==> src/hdl/two_wire_pkg.sv <==
// Shared types and constants of the two-wire bus master
package two_wire_pkg;

   // Extra peripheral cycles added to every bus clock phase
   localparam logic [17:0] PHASE_OFFSET = 18'h00004;
   // Bit positions within one byte slot (eight data bits, then acknowledge)
   localparam logic [3:0] BIT_FIRST = 4'h0;
   localparam logic [3:0] BIT_LAST = 4'h7;
   localparam logic [3:0] BIT_ACK = 4'h8;
   // Values after reset
   localparam logic TX_READY_RESET = 1'b1;
   localparam logic BUS_IDLE_LEVEL = 1'b1;

   // Clock waveform dividers
   typedef struct packed {
      logic [7:0] low;
      logic [7:0] high;
      logic [2:0] common;
   } clock_cfg_type;

   // Status flags, also the layout of the interrupt enables
   typedef struct packed {
      logic tx_complete;
      logic nack;
      logic receive_byte_waiting;
      logic transmit_slot_free;
   } status_type;

   // Bus sequencer states
   typedef enum logic [9:0] {
      ST_IDLE      = 10'h001,
      ST_START     = 10'h002,
      ST_START2    = 10'h004,
      ST_LOW       = 10'h008,
      ST_HIGH      = 10'h010,
      ST_HOLD      = 10'h020,
      ST_STOP_LOW  = 10'h040,
      ST_STOP_HIGH = 10'h080,
      ST_STOP_END  = 10'h100,
      ST_RS_LOW    = 10'h200
   } state_type;

   // Kind of byte in the shifter
   typedef enum logic [3:0] {
      K_ADDR = 4'h1,
      K_INTERNAL_ADDRESS_BYTES = 4'h2,
      K_TX   = 4'h4,
      K_RX   = 4'h8
   } kind_type;

endpackage : two_wire_pkg

==> src/hdl/phase_timer.sv <==
// Timer for the high and low phases of the bus clock
module phase_timer (
   // Clock and reset
   input wire logic mclk,
   input wire logic rst_n,
   // Control
   input wire logic run,
   input wire logic sel_high,
   input wire two_wire_pkg::clock_cfg_type clock_cfg,
   // Phase elapsed, one cycle
   output logic done
);

   logic [17:0] cnt_q;
   logic [17:0] len;

   // Phase length is the divider scaled by the common power of two, plus PHASE_OFFSET
   always_comb begin
      len = (18'(sel_high ? clock_cfg.high : clock_cfg.low)
             << clock_cfg.common) + two_wire_pkg::PHASE_OFFSET;
   end

   assign done = run && (cnt_q == len - 18'h00001);

   // Dropping run restarts the count, so a stretched clock restarts it too
   always_ff @(posedge mclk or negedge rst_n) begin
      if (!rst_n) begin
         cnt_q <= 18'h00000;
      end else if (!run || done) begin
         cnt_q <= 18'h00000;
      end else begin
         cnt_q <= cnt_q + 18'h00001;
      end
   end

endmodule : phase_timer

==> src/hdl/pin_sync.sv <==
// Two-flop synchroniser for the bus line inputs
module pin_sync #(
   parameter int WIDTH = 2
) (
   // Clock and reset
   input wire logic mclk,
   input wire logic rst_n,
   // Lines
   input wire logic [WIDTH-1:0] pins_in,
   output logic [WIDTH-1:0] pins_sync
);

   logic [WIDTH-1:0] meta_q;

   // Both stages reset to the idle bus level so no false START is seen
   always_ff @(posedge mclk or negedge rst_n) begin
      if (!rst_n) begin
         meta_q <= {WIDTH{two_wire_pkg::BUS_IDLE_LEVEL}};
         pins_sync <= {WIDTH{two_wire_pkg::BUS_IDLE_LEVEL}};
      end else begin
         meta_q <= pins_in;
         pins_sync <= meta_q;
      end
   end

endmodule : pin_sync

==> src/hdl/two_wire_bus_master.sv <==
// Two-wire bus master: byte sequencer, holding registers and status flags
// Functional notes
// - Bytes are eight bits, MSB first, each followed by an acknowledge bit.
// - START is data falling with clock high; STOP is data rising.
// - Writing transmit data starts: START, 7-bit address, direction bit 0.
// - Master releases data on the ninth pulse so the slave can acknowledge.
// - Unacknowledged byte sets the nack flag and then sends STOP.
// - Status read clears nack; software reads before next transmit write.
// - Any enabled status flag raises the interrupt line.
// - On acknowledge, held byte moves to shifter; transmit-free set until write.
// - Transmit-free and receive-waiting flags are the DMA request lines.
// - After a write byte, clock held low until new data or STOP.
// - STOP command makes the master issue a STOP condition.
// - START command in read mode: START, 7-bit address, direction bit 1.
// - Address acknowledge sampled in read mode; missing acknowledge sets nack.
// - Master acknowledges each received byte except the last one.
// - Receive-waiting set when byte lands, cleared by reading it.
// - Full receive register stalls clock before last bit until read.
// - Internal address read writes address bytes, repeated START, then reads.
// - Internal address size selects zero to three address bytes.
module two_wire_bus_master (
   // Clock and reset
   input wire logic mclk,
   input wire logic rst_n,
   // Bus lines, open drain: oe high pulls the line low
   input wire logic serial_clock_pin_in,
   output logic serial_clock_pin_out,
   output logic serial_clock_pin_oe,
   input wire logic serial_data_pin_in,
   output logic serial_data_pin_out,
   output logic serial_data_pin_oe,
   // Control commands, one-cycle pulses
   input wire logic master_enable_cmd,
   input wire logic master_disable_cmd,
   input wire logic start_cmd,
   input wire logic stop_cmd,
   // Master mode settings
   input wire logic [6:0] target_device_address,
   input wire logic read_direction_bit,
   input wire logic [1:0] internal_address_size,
   input wire logic [23:0] internal_address_bytes,
   input wire two_wire_pkg::clock_cfg_type clock_cfg,
   // Transmit holding register
   input wire logic [7:0] thr_data,
   input wire logic thr_write,
   // Receive holding register
   output logic [7:0] rhr_data,
   input wire logic rhr_read,
   // Status and interrupt
   output two_wire_pkg::status_type status,
   input wire logic status_read,
   input wire two_wire_pkg::status_type irq_enable,
   output logic irq,
   // DMA requests
   output logic dma_tx_req,
   output logic dma_rx_req
);

   two_wire_pkg::state_type state_q;
   two_wire_pkg::kind_type kind_q;
   logic [3:0] bit_cnt_q;
   logic [7:0] sh_q;
   logic [7:0] thr_q;
   logic [1:0] internal_address_bytes_left_q;
   logic read_op_q;
   logic rx_ack_q;
   logic master_on_q;
   logic thr_full_q;
   logic stop_req_q;
   logic transmit_slot_free_q;
   logic receive_byte_waiting_q;
   logic nack_q;
   logic scl_d;
   logic sda_d;
   logic data_drive;
   logic scl_s;
   logic sda_s;
   logic t_run;
   logic t_high;
   logic t_done;
   logic go_write;
   logic go_read;
   logic byte_end;
   logic nack_set;
   logic tx_set;
   logic rx_set;
   logic thr_take;

   // Picks one internal address byte, most significant byte sent first
   function automatic logic [7:0] internal_address_bytes_byte(input logic [23:0] b,
                                            input logic [1:0] idx);
      case (idx)
         2'h2: internal_address_bytes_byte = b[23:16];
         2'h1: internal_address_bytes_byte = b[15:8];
         default: internal_address_bytes_byte = b[7:0];
      endcase
   endfunction : internal_address_bytes_byte

   ////////////////////////////////////////////////////////////////////////
   // Line synchroniser and phase timer

   pin_sync #(
      .WIDTH(2)
   ) u_sync (
      .mclk(mclk),
      .rst_n(rst_n),
      .pins_in({serial_clock_pin_in, serial_data_pin_in}),
      .pins_sync({scl_s, sda_s})
   );

   phase_timer u_timer (
      .mclk(mclk),
      .rst_n(rst_n),
      .run(t_run),
      .sel_high(t_high),
      .clock_cfg(clock_cfg),
      .done(t_done)
   );

   // High phases only count once the line is seen high: slave stretching
   always_comb begin
      t_high = state_q inside {two_wire_pkg::ST_START, two_wire_pkg::ST_START2,
         two_wire_pkg::ST_HIGH, two_wire_pkg::ST_STOP_HIGH,
         two_wire_pkg::ST_STOP_END};
      t_run = (t_high && scl_s) || state_q inside {two_wire_pkg::ST_LOW,
         two_wire_pkg::ST_STOP_LOW, two_wire_pkg::ST_RS_LOW};
   end

   ////////////////////////////////////////////////////////////////////////
   // Events

   assign go_write = (state_q == two_wire_pkg::ST_IDLE) && master_on_q
      && thr_write && !read_direction_bit;
   assign go_read = (state_q == two_wire_pkg::ST_IDLE) && master_on_q
      && start_cmd && read_direction_bit;
   assign byte_end = (state_q == two_wire_pkg::ST_HIGH) && t_done
      && (bit_cnt_q == two_wire_pkg::BIT_ACK);
   // Address bytes of both directions are checked for acknowledge
   assign nack_set = byte_end && sda_s
      && (kind_q != two_wire_pkg::K_RX);
   // Acknowledge of the byte that precedes a transmit data slot
   assign tx_set = byte_end && !sda_s && ((kind_q == two_wire_pkg::K_TX)
      || ((kind_q != two_wire_pkg::K_RX) && (internal_address_bytes_left_q == 2'h0)
      && !read_op_q));
   assign rx_set = (state_q == two_wire_pkg::ST_HIGH) && t_done
      && (kind_q == two_wire_pkg::K_RX)
      && (bit_cnt_q == two_wire_pkg::BIT_LAST);
   // Holding byte moves to the shifter; tied to the load itself, since a
   // data compare could match a byte written while the shifter still runs
   assign thr_take = thr_full_q && (kind_q != two_wire_pkg::K_RX)
      && ((state_q == two_wire_pkg::ST_HOLD) || (byte_end && !nack_set
      && !read_op_q && !((kind_q != two_wire_pkg::K_TX)
      && (internal_address_bytes_left_q != 2'h0))));

   ////////////////////////////////////////////////////////////////////////
   // Byte sequencer

   always_ff @(posedge mclk or negedge rst_n) begin
      if (!rst_n) begin
         state_q <= two_wire_pkg::ST_IDLE;
         kind_q <= two_wire_pkg::K_ADDR;
         bit_cnt_q <= two_wire_pkg::BIT_FIRST;
         sh_q <= 8'h00;
         internal_address_bytes_left_q <= 2'h0;
         read_op_q <= 1'b0;
         rx_ack_q <= 1'b0;
         rhr_data <= 8'h00;
      end else begin
         case (state_q)
            two_wire_pkg::ST_IDLE: begin
               if (go_write || go_read) begin
                  // With address bytes the first address always writes
                  sh_q <= {target_device_address, (internal_address_size
                     == 2'h0) ? read_direction_bit : 1'b0};
                  internal_address_bytes_left_q <= internal_address_size;
                  read_op_q <= read_direction_bit;
                  kind_q <= two_wire_pkg::K_ADDR;
                  state_q <= two_wire_pkg::ST_START;
               end
            end
            two_wire_pkg::ST_START: begin
               if (t_done) begin
                  state_q <= two_wire_pkg::ST_START2;
               end
            end
            two_wire_pkg::ST_START2: begin
               if (t_done) begin
                  bit_cnt_q <= two_wire_pkg::BIT_FIRST;
                  state_q <= two_wire_pkg::ST_LOW;
               end
            end
            two_wire_pkg::ST_LOW: begin
               if (t_done) begin
                  if (kind_q == two_wire_pkg::K_RX && receive_byte_waiting_q
                      && bit_cnt_q == two_wire_pkg::BIT_LAST) begin
                     state_q <= two_wire_pkg::ST_HOLD;
                  end else begin
                     state_q <= two_wire_pkg::ST_HIGH;
                  end
               end
            end
            two_wire_pkg::ST_HIGH: begin
               if (t_done && bit_cnt_q != two_wire_pkg::BIT_ACK) begin
                  // Shift MSB first; received bits enter at the bottom
                  sh_q <= {sh_q[6:0], sda_s};
                  bit_cnt_q <= bit_cnt_q + 4'h1;
                  state_q <= two_wire_pkg::ST_LOW;
                  if (rx_set) begin
                     rhr_data <= {sh_q[6:0], sda_s};
                     rx_ack_q <= !stop_req_q;
                  end
               end else if (byte_end) begin
                  bit_cnt_q <= two_wire_pkg::BIT_FIRST;
                  if (nack_set) begin
                     state_q <= two_wire_pkg::ST_STOP_LOW;
                  end else if (kind_q == two_wire_pkg::K_RX) begin
                     state_q <= rx_ack_q ? two_wire_pkg::ST_LOW
                        : two_wire_pkg::ST_STOP_LOW;
                  end else if (kind_q != two_wire_pkg::K_TX
                               && internal_address_bytes_left_q != 2'h0) begin
                     // Also carries the low byte of a ten-bit address
                     sh_q <= internal_address_bytes_byte(internal_address_bytes,
                        internal_address_bytes_left_q - 2'h1);
                     internal_address_bytes_left_q <= internal_address_bytes_left_q - 2'h1;
                     kind_q <= two_wire_pkg::K_INTERNAL_ADDRESS_BYTES;
                     state_q <= two_wire_pkg::ST_LOW;
                  end else if (read_op_q
                               && kind_q == two_wire_pkg::K_ADDR) begin
                     kind_q <= two_wire_pkg::K_RX;
                     state_q <= two_wire_pkg::ST_LOW;
                  end else if (read_op_q) begin
                     state_q <= two_wire_pkg::ST_RS_LOW;
                  end else if (thr_full_q) begin
                     sh_q <= thr_q;
                     kind_q <= two_wire_pkg::K_TX;
                     state_q <= two_wire_pkg::ST_LOW;
                  end else if (stop_req_q) begin
                     state_q <= two_wire_pkg::ST_STOP_LOW;
                  end else begin
                     kind_q <= two_wire_pkg::K_TX;
                     bit_cnt_q <= two_wire_pkg::BIT_ACK;
                     state_q <= two_wire_pkg::ST_HOLD;
                  end
               end
            end
            two_wire_pkg::ST_HOLD: begin
               if (kind_q == two_wire_pkg::K_RX) begin
                  if (!receive_byte_waiting_q) begin
                     state_q <= two_wire_pkg::ST_HIGH;
                  end
               end else if (thr_full_q) begin
                  sh_q <= thr_q;
                  bit_cnt_q <= two_wire_pkg::BIT_FIRST;
                  state_q <= two_wire_pkg::ST_LOW;
               end else if (stop_req_q) begin
                  state_q <= two_wire_pkg::ST_STOP_LOW;
               end
            end
            two_wire_pkg::ST_RS_LOW: begin
               if (t_done) begin
                  sh_q <= {target_device_address, 1'b1};
                  kind_q <= two_wire_pkg::K_ADDR;
                  state_q <= two_wire_pkg::ST_START;
               end
            end
            two_wire_pkg::ST_STOP_LOW: begin
               if (t_done) begin
                  state_q <= two_wire_pkg::ST_STOP_HIGH;
               end
            end
            two_wire_pkg::ST_STOP_HIGH: begin
               if (t_done) begin
                  state_q <= two_wire_pkg::ST_STOP_END;
               end
            end
            two_wire_pkg::ST_STOP_END: begin
               if (t_done) begin
                  state_q <= two_wire_pkg::ST_IDLE;
               end
            end
            default: begin
               state_q <= two_wire_pkg::ST_IDLE;
            end
         endcase
      end
   end

   ////////////////////////////////////////////////////////////////////////
   // Line drive

   // Ninth pulse: released on write, driven by our acknowledge on read
   always_comb begin
      if (bit_cnt_q != two_wire_pkg::BIT_ACK) begin
         data_drive = (kind_q != two_wire_pkg::K_RX) && !sh_q[7];
      end else begin
         data_drive = (kind_q == two_wire_pkg::K_RX) && rx_ack_q;
      end
   end

   always_comb begin
      scl_d = 1'b0;
      sda_d = 1'b0;
      case (state_q)
         two_wire_pkg::ST_START2: sda_d = 1'b1;
         two_wire_pkg::ST_LOW, two_wire_pkg::ST_HOLD: begin
            scl_d = 1'b1;
            sda_d = data_drive;
         end
         two_wire_pkg::ST_HIGH: sda_d = data_drive;
         two_wire_pkg::ST_STOP_LOW: begin
            scl_d = 1'b1;
            sda_d = 1'b1;
         end
         two_wire_pkg::ST_STOP_HIGH: sda_d = 1'b1;
         two_wire_pkg::ST_RS_LOW: scl_d = 1'b1;
         default: ;
      endcase
   end

   // Data waits one cycle after clock is pulled, so it never moves on a high
   always_ff @(posedge mclk or negedge rst_n) begin
      if (!rst_n) begin
         serial_clock_pin_oe <= 1'b0;
         serial_data_pin_oe <= 1'b0;
      end else begin
         serial_clock_pin_oe <= scl_d;
         if (serial_clock_pin_oe || !scl_d) begin
            serial_data_pin_oe <= sda_d;
         end
      end
   end

   assign serial_clock_pin_out = 1'b0;
   assign serial_data_pin_out = 1'b0;

   ////////////////////////////////////////////////////////////////////////
   // Master enable and holding register

   always_ff @(posedge mclk or negedge rst_n) begin
      if (!rst_n) begin
         master_on_q <= 1'b0;
      end else if (master_enable_cmd) begin
         master_on_q <= 1'b1;
      end else if (master_disable_cmd) begin
         master_on_q <= 1'b0;
      end
   end

   always_ff @(posedge mclk or negedge rst_n) begin
      if (!rst_n) begin
         thr_q <= 8'h00;
         thr_full_q <= 1'b0;
      end else if (thr_write) begin
         thr_q <= thr_data;
         thr_full_q <= 1'b1;
      end else if (thr_take) begin
         thr_full_q <= 1'b0;
      end
   end

   // STOP with START in one write flags the first byte as the last
   always_ff @(posedge mclk or negedge rst_n) begin
      if (!rst_n) begin
         stop_req_q <= 1'b0;
      end else if (stop_cmd && master_on_q) begin
         stop_req_q <= 1'b1;
      end else if (state_q == two_wire_pkg::ST_STOP_END) begin
         stop_req_q <= 1'b0;
      end
   end

   ////////////////////////////////////////////////////////////////////////
   // Status flags: a set in the same cycle as a clear wins

   always_ff @(posedge mclk or negedge rst_n) begin
      if (!rst_n) begin
         transmit_slot_free_q <= two_wire_pkg::TX_READY_RESET;
      end else begin
         transmit_slot_free_q <= tx_set || (transmit_slot_free_q && !thr_write);
      end
   end

   always_ff @(posedge mclk or negedge rst_n) begin
      if (!rst_n) begin
         receive_byte_waiting_q <= 1'b0;
      end else begin
         receive_byte_waiting_q <= rx_set || (receive_byte_waiting_q && !rhr_read);
      end
   end

   always_ff @(posedge mclk or negedge rst_n) begin
      if (!rst_n) begin
         nack_q <= 1'b0;
      end else begin
         nack_q <= nack_set || (nack_q && !status_read);
      end
   end

   always_comb begin
      status.tx_complete = (state_q == two_wire_pkg::ST_IDLE);
      status.nack = nack_q;
      status.receive_byte_waiting = receive_byte_waiting_q;
      status.transmit_slot_free = transmit_slot_free_q;
   end

   assign irq = |(status & irq_enable);
   assign dma_tx_req = transmit_slot_free_q;
   assign dma_rx_req = receive_byte_waiting_q;
endmodule : two_wire_bus_master

==> config.mk <==
export PLATFORM = sky130hd
export DESIGN_NAME = two_wire_bus_master
export DESIGN_NICKNAME = d
export VERILOG_FILES = /design/src/hdl/two_wire_pkg.sv /design/src/hdl/phase_timer.sv /design/src/hdl/pin_sync.sv /design/src/hdl/two_wire_bus_master.sv
export SDC_FILE = /design/constraint.sdc
export NUM_CORES = 1
export LEC_CHECK = 0
export BUFFER_PORTS_ARGS = -buffer_cell sky130_fd_sc_hd__buf_2
export CORE_MARGIN = 10
export CORE_UTILIZATION = 30
export DETAILED_ROUTE_END_ITERATION = 7
export PLACE_DENSITY = 0.51
export SLEW_MARGIN = 0
export SYNTH_ARGS = -nofsm -noshare
export SYNTH_HDL_FRONTEND = slang
export SYNTH_HIERARCHICAL = 1
export SYNTH_SLANG_ARGS = --single-unit
==> constraint.sdc <==
create_clock -name mclk -period 7.1 [get_ports mclk]
set_input_delay 0.71 -clock mclk [delete_from_list [all_inputs] [get_ports mclk]]
set_output_delay 0.71 -clock mclk [all_outputs]
set_load 0.05 [all_outputs]
==> run summary <==
The standard cell core area was 0.0193 mm2; the via count was 5203. The detail route stage leaves a number of antenna-violating nets equal to 0. Derived from the worst setup path, the maximum achievable clock frequency is 152 MHz. The hold violation total from the final report is 0. Yosys printed 6 warnings.

The cell seen most often among critical-path stages was sky130_fd_sc_hd__a2111oi_4. The worst hold path terminates at u_sync/pins_sync[1]. Pin count of the biggest net entering global routing: 77.

The endpoint class of the critical path was a register. Count of flip-flops with a built-in enable after synthesis: 0. The largest delay contributor family on the critical path was compound AO/OA/AOI/OAI gates. The relative slew slack was 0.305; the final-report max-slew violation count was 0. The flow ran to the end, and the final reports show no timing, DRC or antenna violations. The post-cts hold buffer count came out at 0. The logs give 5407 for the number of global-route vias before repair and 13100 um for the final HPWL from detailed placement.

In the final timing run, aggregate negative setup slack is 0 ns. The number of distinct library cells after synthesis came out at 84. The worst register-to-register path ends at sh_q[5].

Setup repair after global routing left no endpoint under its margin. The repair_antennas step left the layout with diodes totalling 0. Summed over all instances, the cell type with the most area after synthesis is sky130_fd_sc_hd__dfrtp_1. The synthesized netlist occupies a cell area of 0.00587 mm2.

Measured in cells, the most critical reg-to-reg path has a length of 15. The die is 160 um tall. The die covers 0.0256 mm2.

The number of gates resized after CTS was 0. In the routed design, unresolved DRC markers number 0. The first global-routing pass estimated 28400 um of wire. Final hold analysis gives a worst-case slack of 0.358 ns. The total of fill cells in the finished design came out at 1978. Maximum fanout encountered on the critical timing path: 15. The initial core utilization is 0.304. The async set or reset register ratio after synthesis was 1.00; the overall routed net length was 17500 um. Worst ir drop on vdd: 0.000158 V.

The register-to-register path setup slack came out at 0.54 ns. After clock tree synthesis, the clock-pin slew on the worst setup and hold paths is 0.06 ns. The delay of the slowest cell on the worst path works out to 0.68 ns. The total instance count after detailed placement is 944.

By area the synthesized netlist is led by sky130_fd_sc_hd__dfrtp_1 29%, sky130_fd_sc_hd__mux2_2 6.5%, sky130_fd_sc_hd__nand2_1 4.2%, sky130_fd_sc_hd__mux2i_1 3.9%, sky130_fd_sc_hd__mux4_1 3.6%. The sink count of the clock tree was 76. I/O pin count: 95. The classification of the worst-slack hold path is reg -> reg. For the sequential fraction of the synthesis area, the log shows 0.325.

The combined global-route utilization of all metal layers was 0.133. TritonCTS built the clock tree. The worst hold path begins at u_sync/meta_q[1].

The final global-route overflow total came out at 0. Critical-path cell with the highest stage delay: sky130_fd_sc_hd__or4_1. The share of post-route cells with drive strength above 1 is 0.275. Buffers inserted during clock tree synthesis total 9. For the worst setup path, the data arrival time is 6.78 ns. The data required time of the critical path was 7.32 ns; the number of max-cap violations was 0.

The layout overhead on the synthesized area was 15.5%. The average wire length per cell after detail routing was 18.2 um; the number of cells in the finished layout apart from fillers was 960. The maximum buffer depth of the clock tree was 2; the power density over the cells was 246 mW/mm2. CTS built an H-tree with a depth of 3. Clock latency on the worst-skew pair, taken at its later pin, is 0.34 ns.

After layout, the worst setup slack is 0.542 ns. Synthesis produced a netlist whose cell count is 624. Input and output buffers added on the ports amount to 92. The post-route clock skew is 0.0135 ns, and the post-synthesis sequential element count is 76. The via-per-instance ratio is 5.42, and the average size of a mapped cell is 9.41 um2. The slew at the pin closest to its max-slew limit is 1.04 ns, and the total of endpoints with negative setup slack in the final report is 0. OpenSTA, run right after detailed placement, puts the worst setup slack at 0.602 ns. The setup path with the least slack is of type reg -> reg.

The tree is rooted in a sky130_fd_sc_hd__clkbuf_16. Buffering stage count on the worst path with inverters included: 1. The critical path goes through or4_1, o21ai_2, buf_4, mux2i_1, a222oi_1, a31oi_1, or3_1, o31ai_1, nand4_1, a2111oi_4, and2_1, o22ai_1, a41o_1, a2111oi_4, mux2_2. The portion of synthesized cell area occupied by the leading cell type was 0.294. Power comes to 0.00167 W. In this run the static leakage power is 2.97 nW. Among all flip-flop cells after synthesis, the most frequent one is sky130_fd_sc_hd__dfrtp_1. The smallest clock period supported by the final layout is computed as 6.56 ns.

Once the clock tree was built, the setup fixing pass inserted 0 buffers. The global placer's final weighted congestion was 0.914; the number of antenna violations at the first check in global routing was 0. Count of routing violations after the opening detailed-route iteration: 331.

The ratio of final minimum period to clock period works out to 0.924. For this run, the post-layout net count is 773. Counting instances, the worst hold path has a depth of 0. The die is 160 um wide. The tools report the row count as 51. STA classifies the critical path startpoint as a register.

For the number of optimization iterations in the first detailed-route pass, the log shows 5. The worst flop-to-flop path startpoint was state_q[1].
## cells in the final DEF, fill, tap and decap left out, types with 4 or more instances in the layout
cell type	instances
sky130_fd_sc_hd__o22ai_1	5
sky130_fd_sc_hd__ha_1	7
sky130_fd_sc_hd__dfstp_2	7
sky130_fd_sc_hd__buf_2	91
sky130_fd_sc_hd__mux2i_1	23
sky130_fd_sc_hd__buf_4	5
sky130_fd_sc_hd__or4_4	4
sky130_fd_sc_hd__a22o_1	10
sky130_fd_sc_hd__nor4b_1	5
sky130_fd_sc_hd__mux4_1	8
sky130_fd_sc_hd__o31ai_1	4
sky130_fd_sc_hd__a211oi_1	10
sky130_fd_sc_hd__or4_1	6
sky130_fd_sc_hd__or3_1	5
sky130_fd_sc_hd__nor2b_1	7
sky130_fd_sc_hd__and2_1	5
sky130_fd_sc_hd__a31oi_1	4
sky130_fd_sc_hd__a2111oi_4	4
sky130_fd_sc_hd__dfrtp_1	69
sky130_fd_sc_hd__inv_1	14
sky130_fd_sc_hd__mux2_2	34
sky130_fd_sc_hd__and3_1	9
sky130_fd_sc_hd__nor2_1	38
sky130_fd_sc_hd__nor3b_1	8
sky130_fd_sc_hd__xnor2_1	19
sky130_fd_sc_hd__clkbuf_16	9
sky130_fd_sc_hd__nand2b_1	7
sky130_fd_sc_hd__nor4_1	7
sky130_fd_sc_hd__nor2_2	10
sky130_fd_sc_hd__nor3_1	16
sky130_fd_sc_hd__nand2_1	66
sky130_fd_sc_hd__nand3_1	20
sky130_fd_sc_hd__a221o_1	7
sky130_fd_sc_hd__nand4_1	7
sky130_fd_sc_hd__o21ai_0	32
sky130_fd_sc_hd__xor2_1	16
sky130_fd_sc_hd__a21oi_1	25
## power breakdown
part	internal, W	switching (W)
Sequential	0.000481	0.0000610
Combinational	0.000261	0.000351
Clock	0.000321	0.000192
Total	0.00106	0.000604
## layer usage
metal  vias up  wire length [um]  global-route usage
met5         -                 0                   0
met4         0               161              0.0313
met3        13              1000              0.0398
met2       177              8170               0.219
met1      2560              8130               0.167
li1       2453                 -                   -
## kinds of logic (layout without fill, tap and decap cells)
| logic type | after synthesis | after routing | share of synthesized area |
|---|---|---|---|
| other | 1 | 2 | 0.000638 |
| flip-flops | 76 | 76 | 0.325 |
| XOR/XNOR | 35 | 35 | 0.0522 |
| multiplexers | 67 | 67 | 0.148 |
| adder cells (fa/ha/maj) | 7 | 7 | 0.0149 |
| AND/OR/NAND/NOR | 244 | 244 | 0.228 |
| buffers and inverters | 56 | 126 | 0.0524 |
| AO/OA/AOI/OAI | 138 | 138 | 0.178 |
## area by class of cell
| class | instances | area (um2) | share of cell area |
|---|---|---|---|
| multi-input combinational | 493 | 3660 | 0.540 |
| sequential | 76 | 1910 | 0.282 |
| timing repair buffer | 96 | 493 | 0.0727 |
| tap | 265 | 332 | 0.0489 |
| clock buffer | 10 | 239 | 0.0352 |
| clock inverter | 6 | 93.8 | 0.0138 |
| inverter | 14 | 52.6 | 0.00775 |
## synth_stat cells, types with 3 or more instances
master	count
sky130_fd_sc_hd__a2111oi_4	4
sky130_fd_sc_hd__a211oi_1	10
sky130_fd_sc_hd__a21oi_1	25
sky130_fd_sc_hd__a221o_1	7
sky130_fd_sc_hd__a22o_1	10
sky130_fd_sc_hd__a2bb2oi_1	3
sky130_fd_sc_hd__a31oi_1	4
sky130_fd_sc_hd__and2_1	5
sky130_fd_sc_hd__and3_1	9
sky130_fd_sc_hd__buf_2	3
sky130_fd_sc_hd__buf_4	6
sky130_fd_sc_hd__buf_6	6
sky130_fd_sc_hd__clkbuf_1	24
sky130_fd_sc_hd__dfrtp_1	69
sky130_fd_sc_hd__dfstp_2	7
sky130_fd_sc_hd__ha_1	7
sky130_fd_sc_hd__inv_1	14
sky130_fd_sc_hd__mux2_2	34
sky130_fd_sc_hd__mux2i_1	23
sky130_fd_sc_hd__mux4_1	8
sky130_fd_sc_hd__nand2_1	66
sky130_fd_sc_hd__nand2b_1	7
sky130_fd_sc_hd__nand3_1	20
sky130_fd_sc_hd__nand4_1	7
sky130_fd_sc_hd__nor2_1	38
sky130_fd_sc_hd__nor2_2	10
sky130_fd_sc_hd__nor2b_1	7
sky130_fd_sc_hd__nor3_1	16
sky130_fd_sc_hd__nor3b_1	8
sky130_fd_sc_hd__nor4_1	7
sky130_fd_sc_hd__nor4b_1	5
sky130_fd_sc_hd__o21ai_0	33
sky130_fd_sc_hd__o22ai_1	5
sky130_fd_sc_hd__o2bb2ai_1	3
sky130_fd_sc_hd__o31ai_1	4
sky130_fd_sc_hd__o32a_1	3
sky130_fd_sc_hd__or2_2	3
sky130_fd_sc_hd__or3_1	5
sky130_fd_sc_hd__or4_1	6
sky130_fd_sc_hd__or4_4	4
sky130_fd_sc_hd__xnor2_1	19
sky130_fd_sc_hd__xor2_1	16
## stage by stage
stage	area, um2	util
floorplan	5880	-
global placement	6450	0.334
detailed placement	6450	0.334
CTS	6780	0.351
global route	6780	0.351
finish	6780	0.351
## registers in the layout, summed over array words and instances (netlist names), 2 cells and up
register	cells
internal_address_bytes_left_q	2
kind_q	4
rhr_data	8
sh_q	8
u_sync/meta_q	2
u_timer/cnt_q	18
u_sync/pins_sync	2
state_q	10
bit_cnt_q	4
thr_q	8
## worst max-delay path by stage
| stage | from | end | slack (ns) | cells after the start |
|---|---|---|---|---|
| floorplan | state_q[9] | state_q[3] | 1.21 | 19 |
| global placement | state_q[1] | sh_q[4] | 0.84 | 15 |
| detailed placement | state_q[1] | sh_q[4] | 0.60 | 15 |
| CTS | state_q[1] | sh_q[5] | 0.59 | 15 |
| global route | state_q[1] | sh_q[5] | 0.23 | 15 |
| finish | state_q[1] | sh_q[5] | 0.54 | 15 |
No activity file was read; power rests on OpenSTA's default activity.
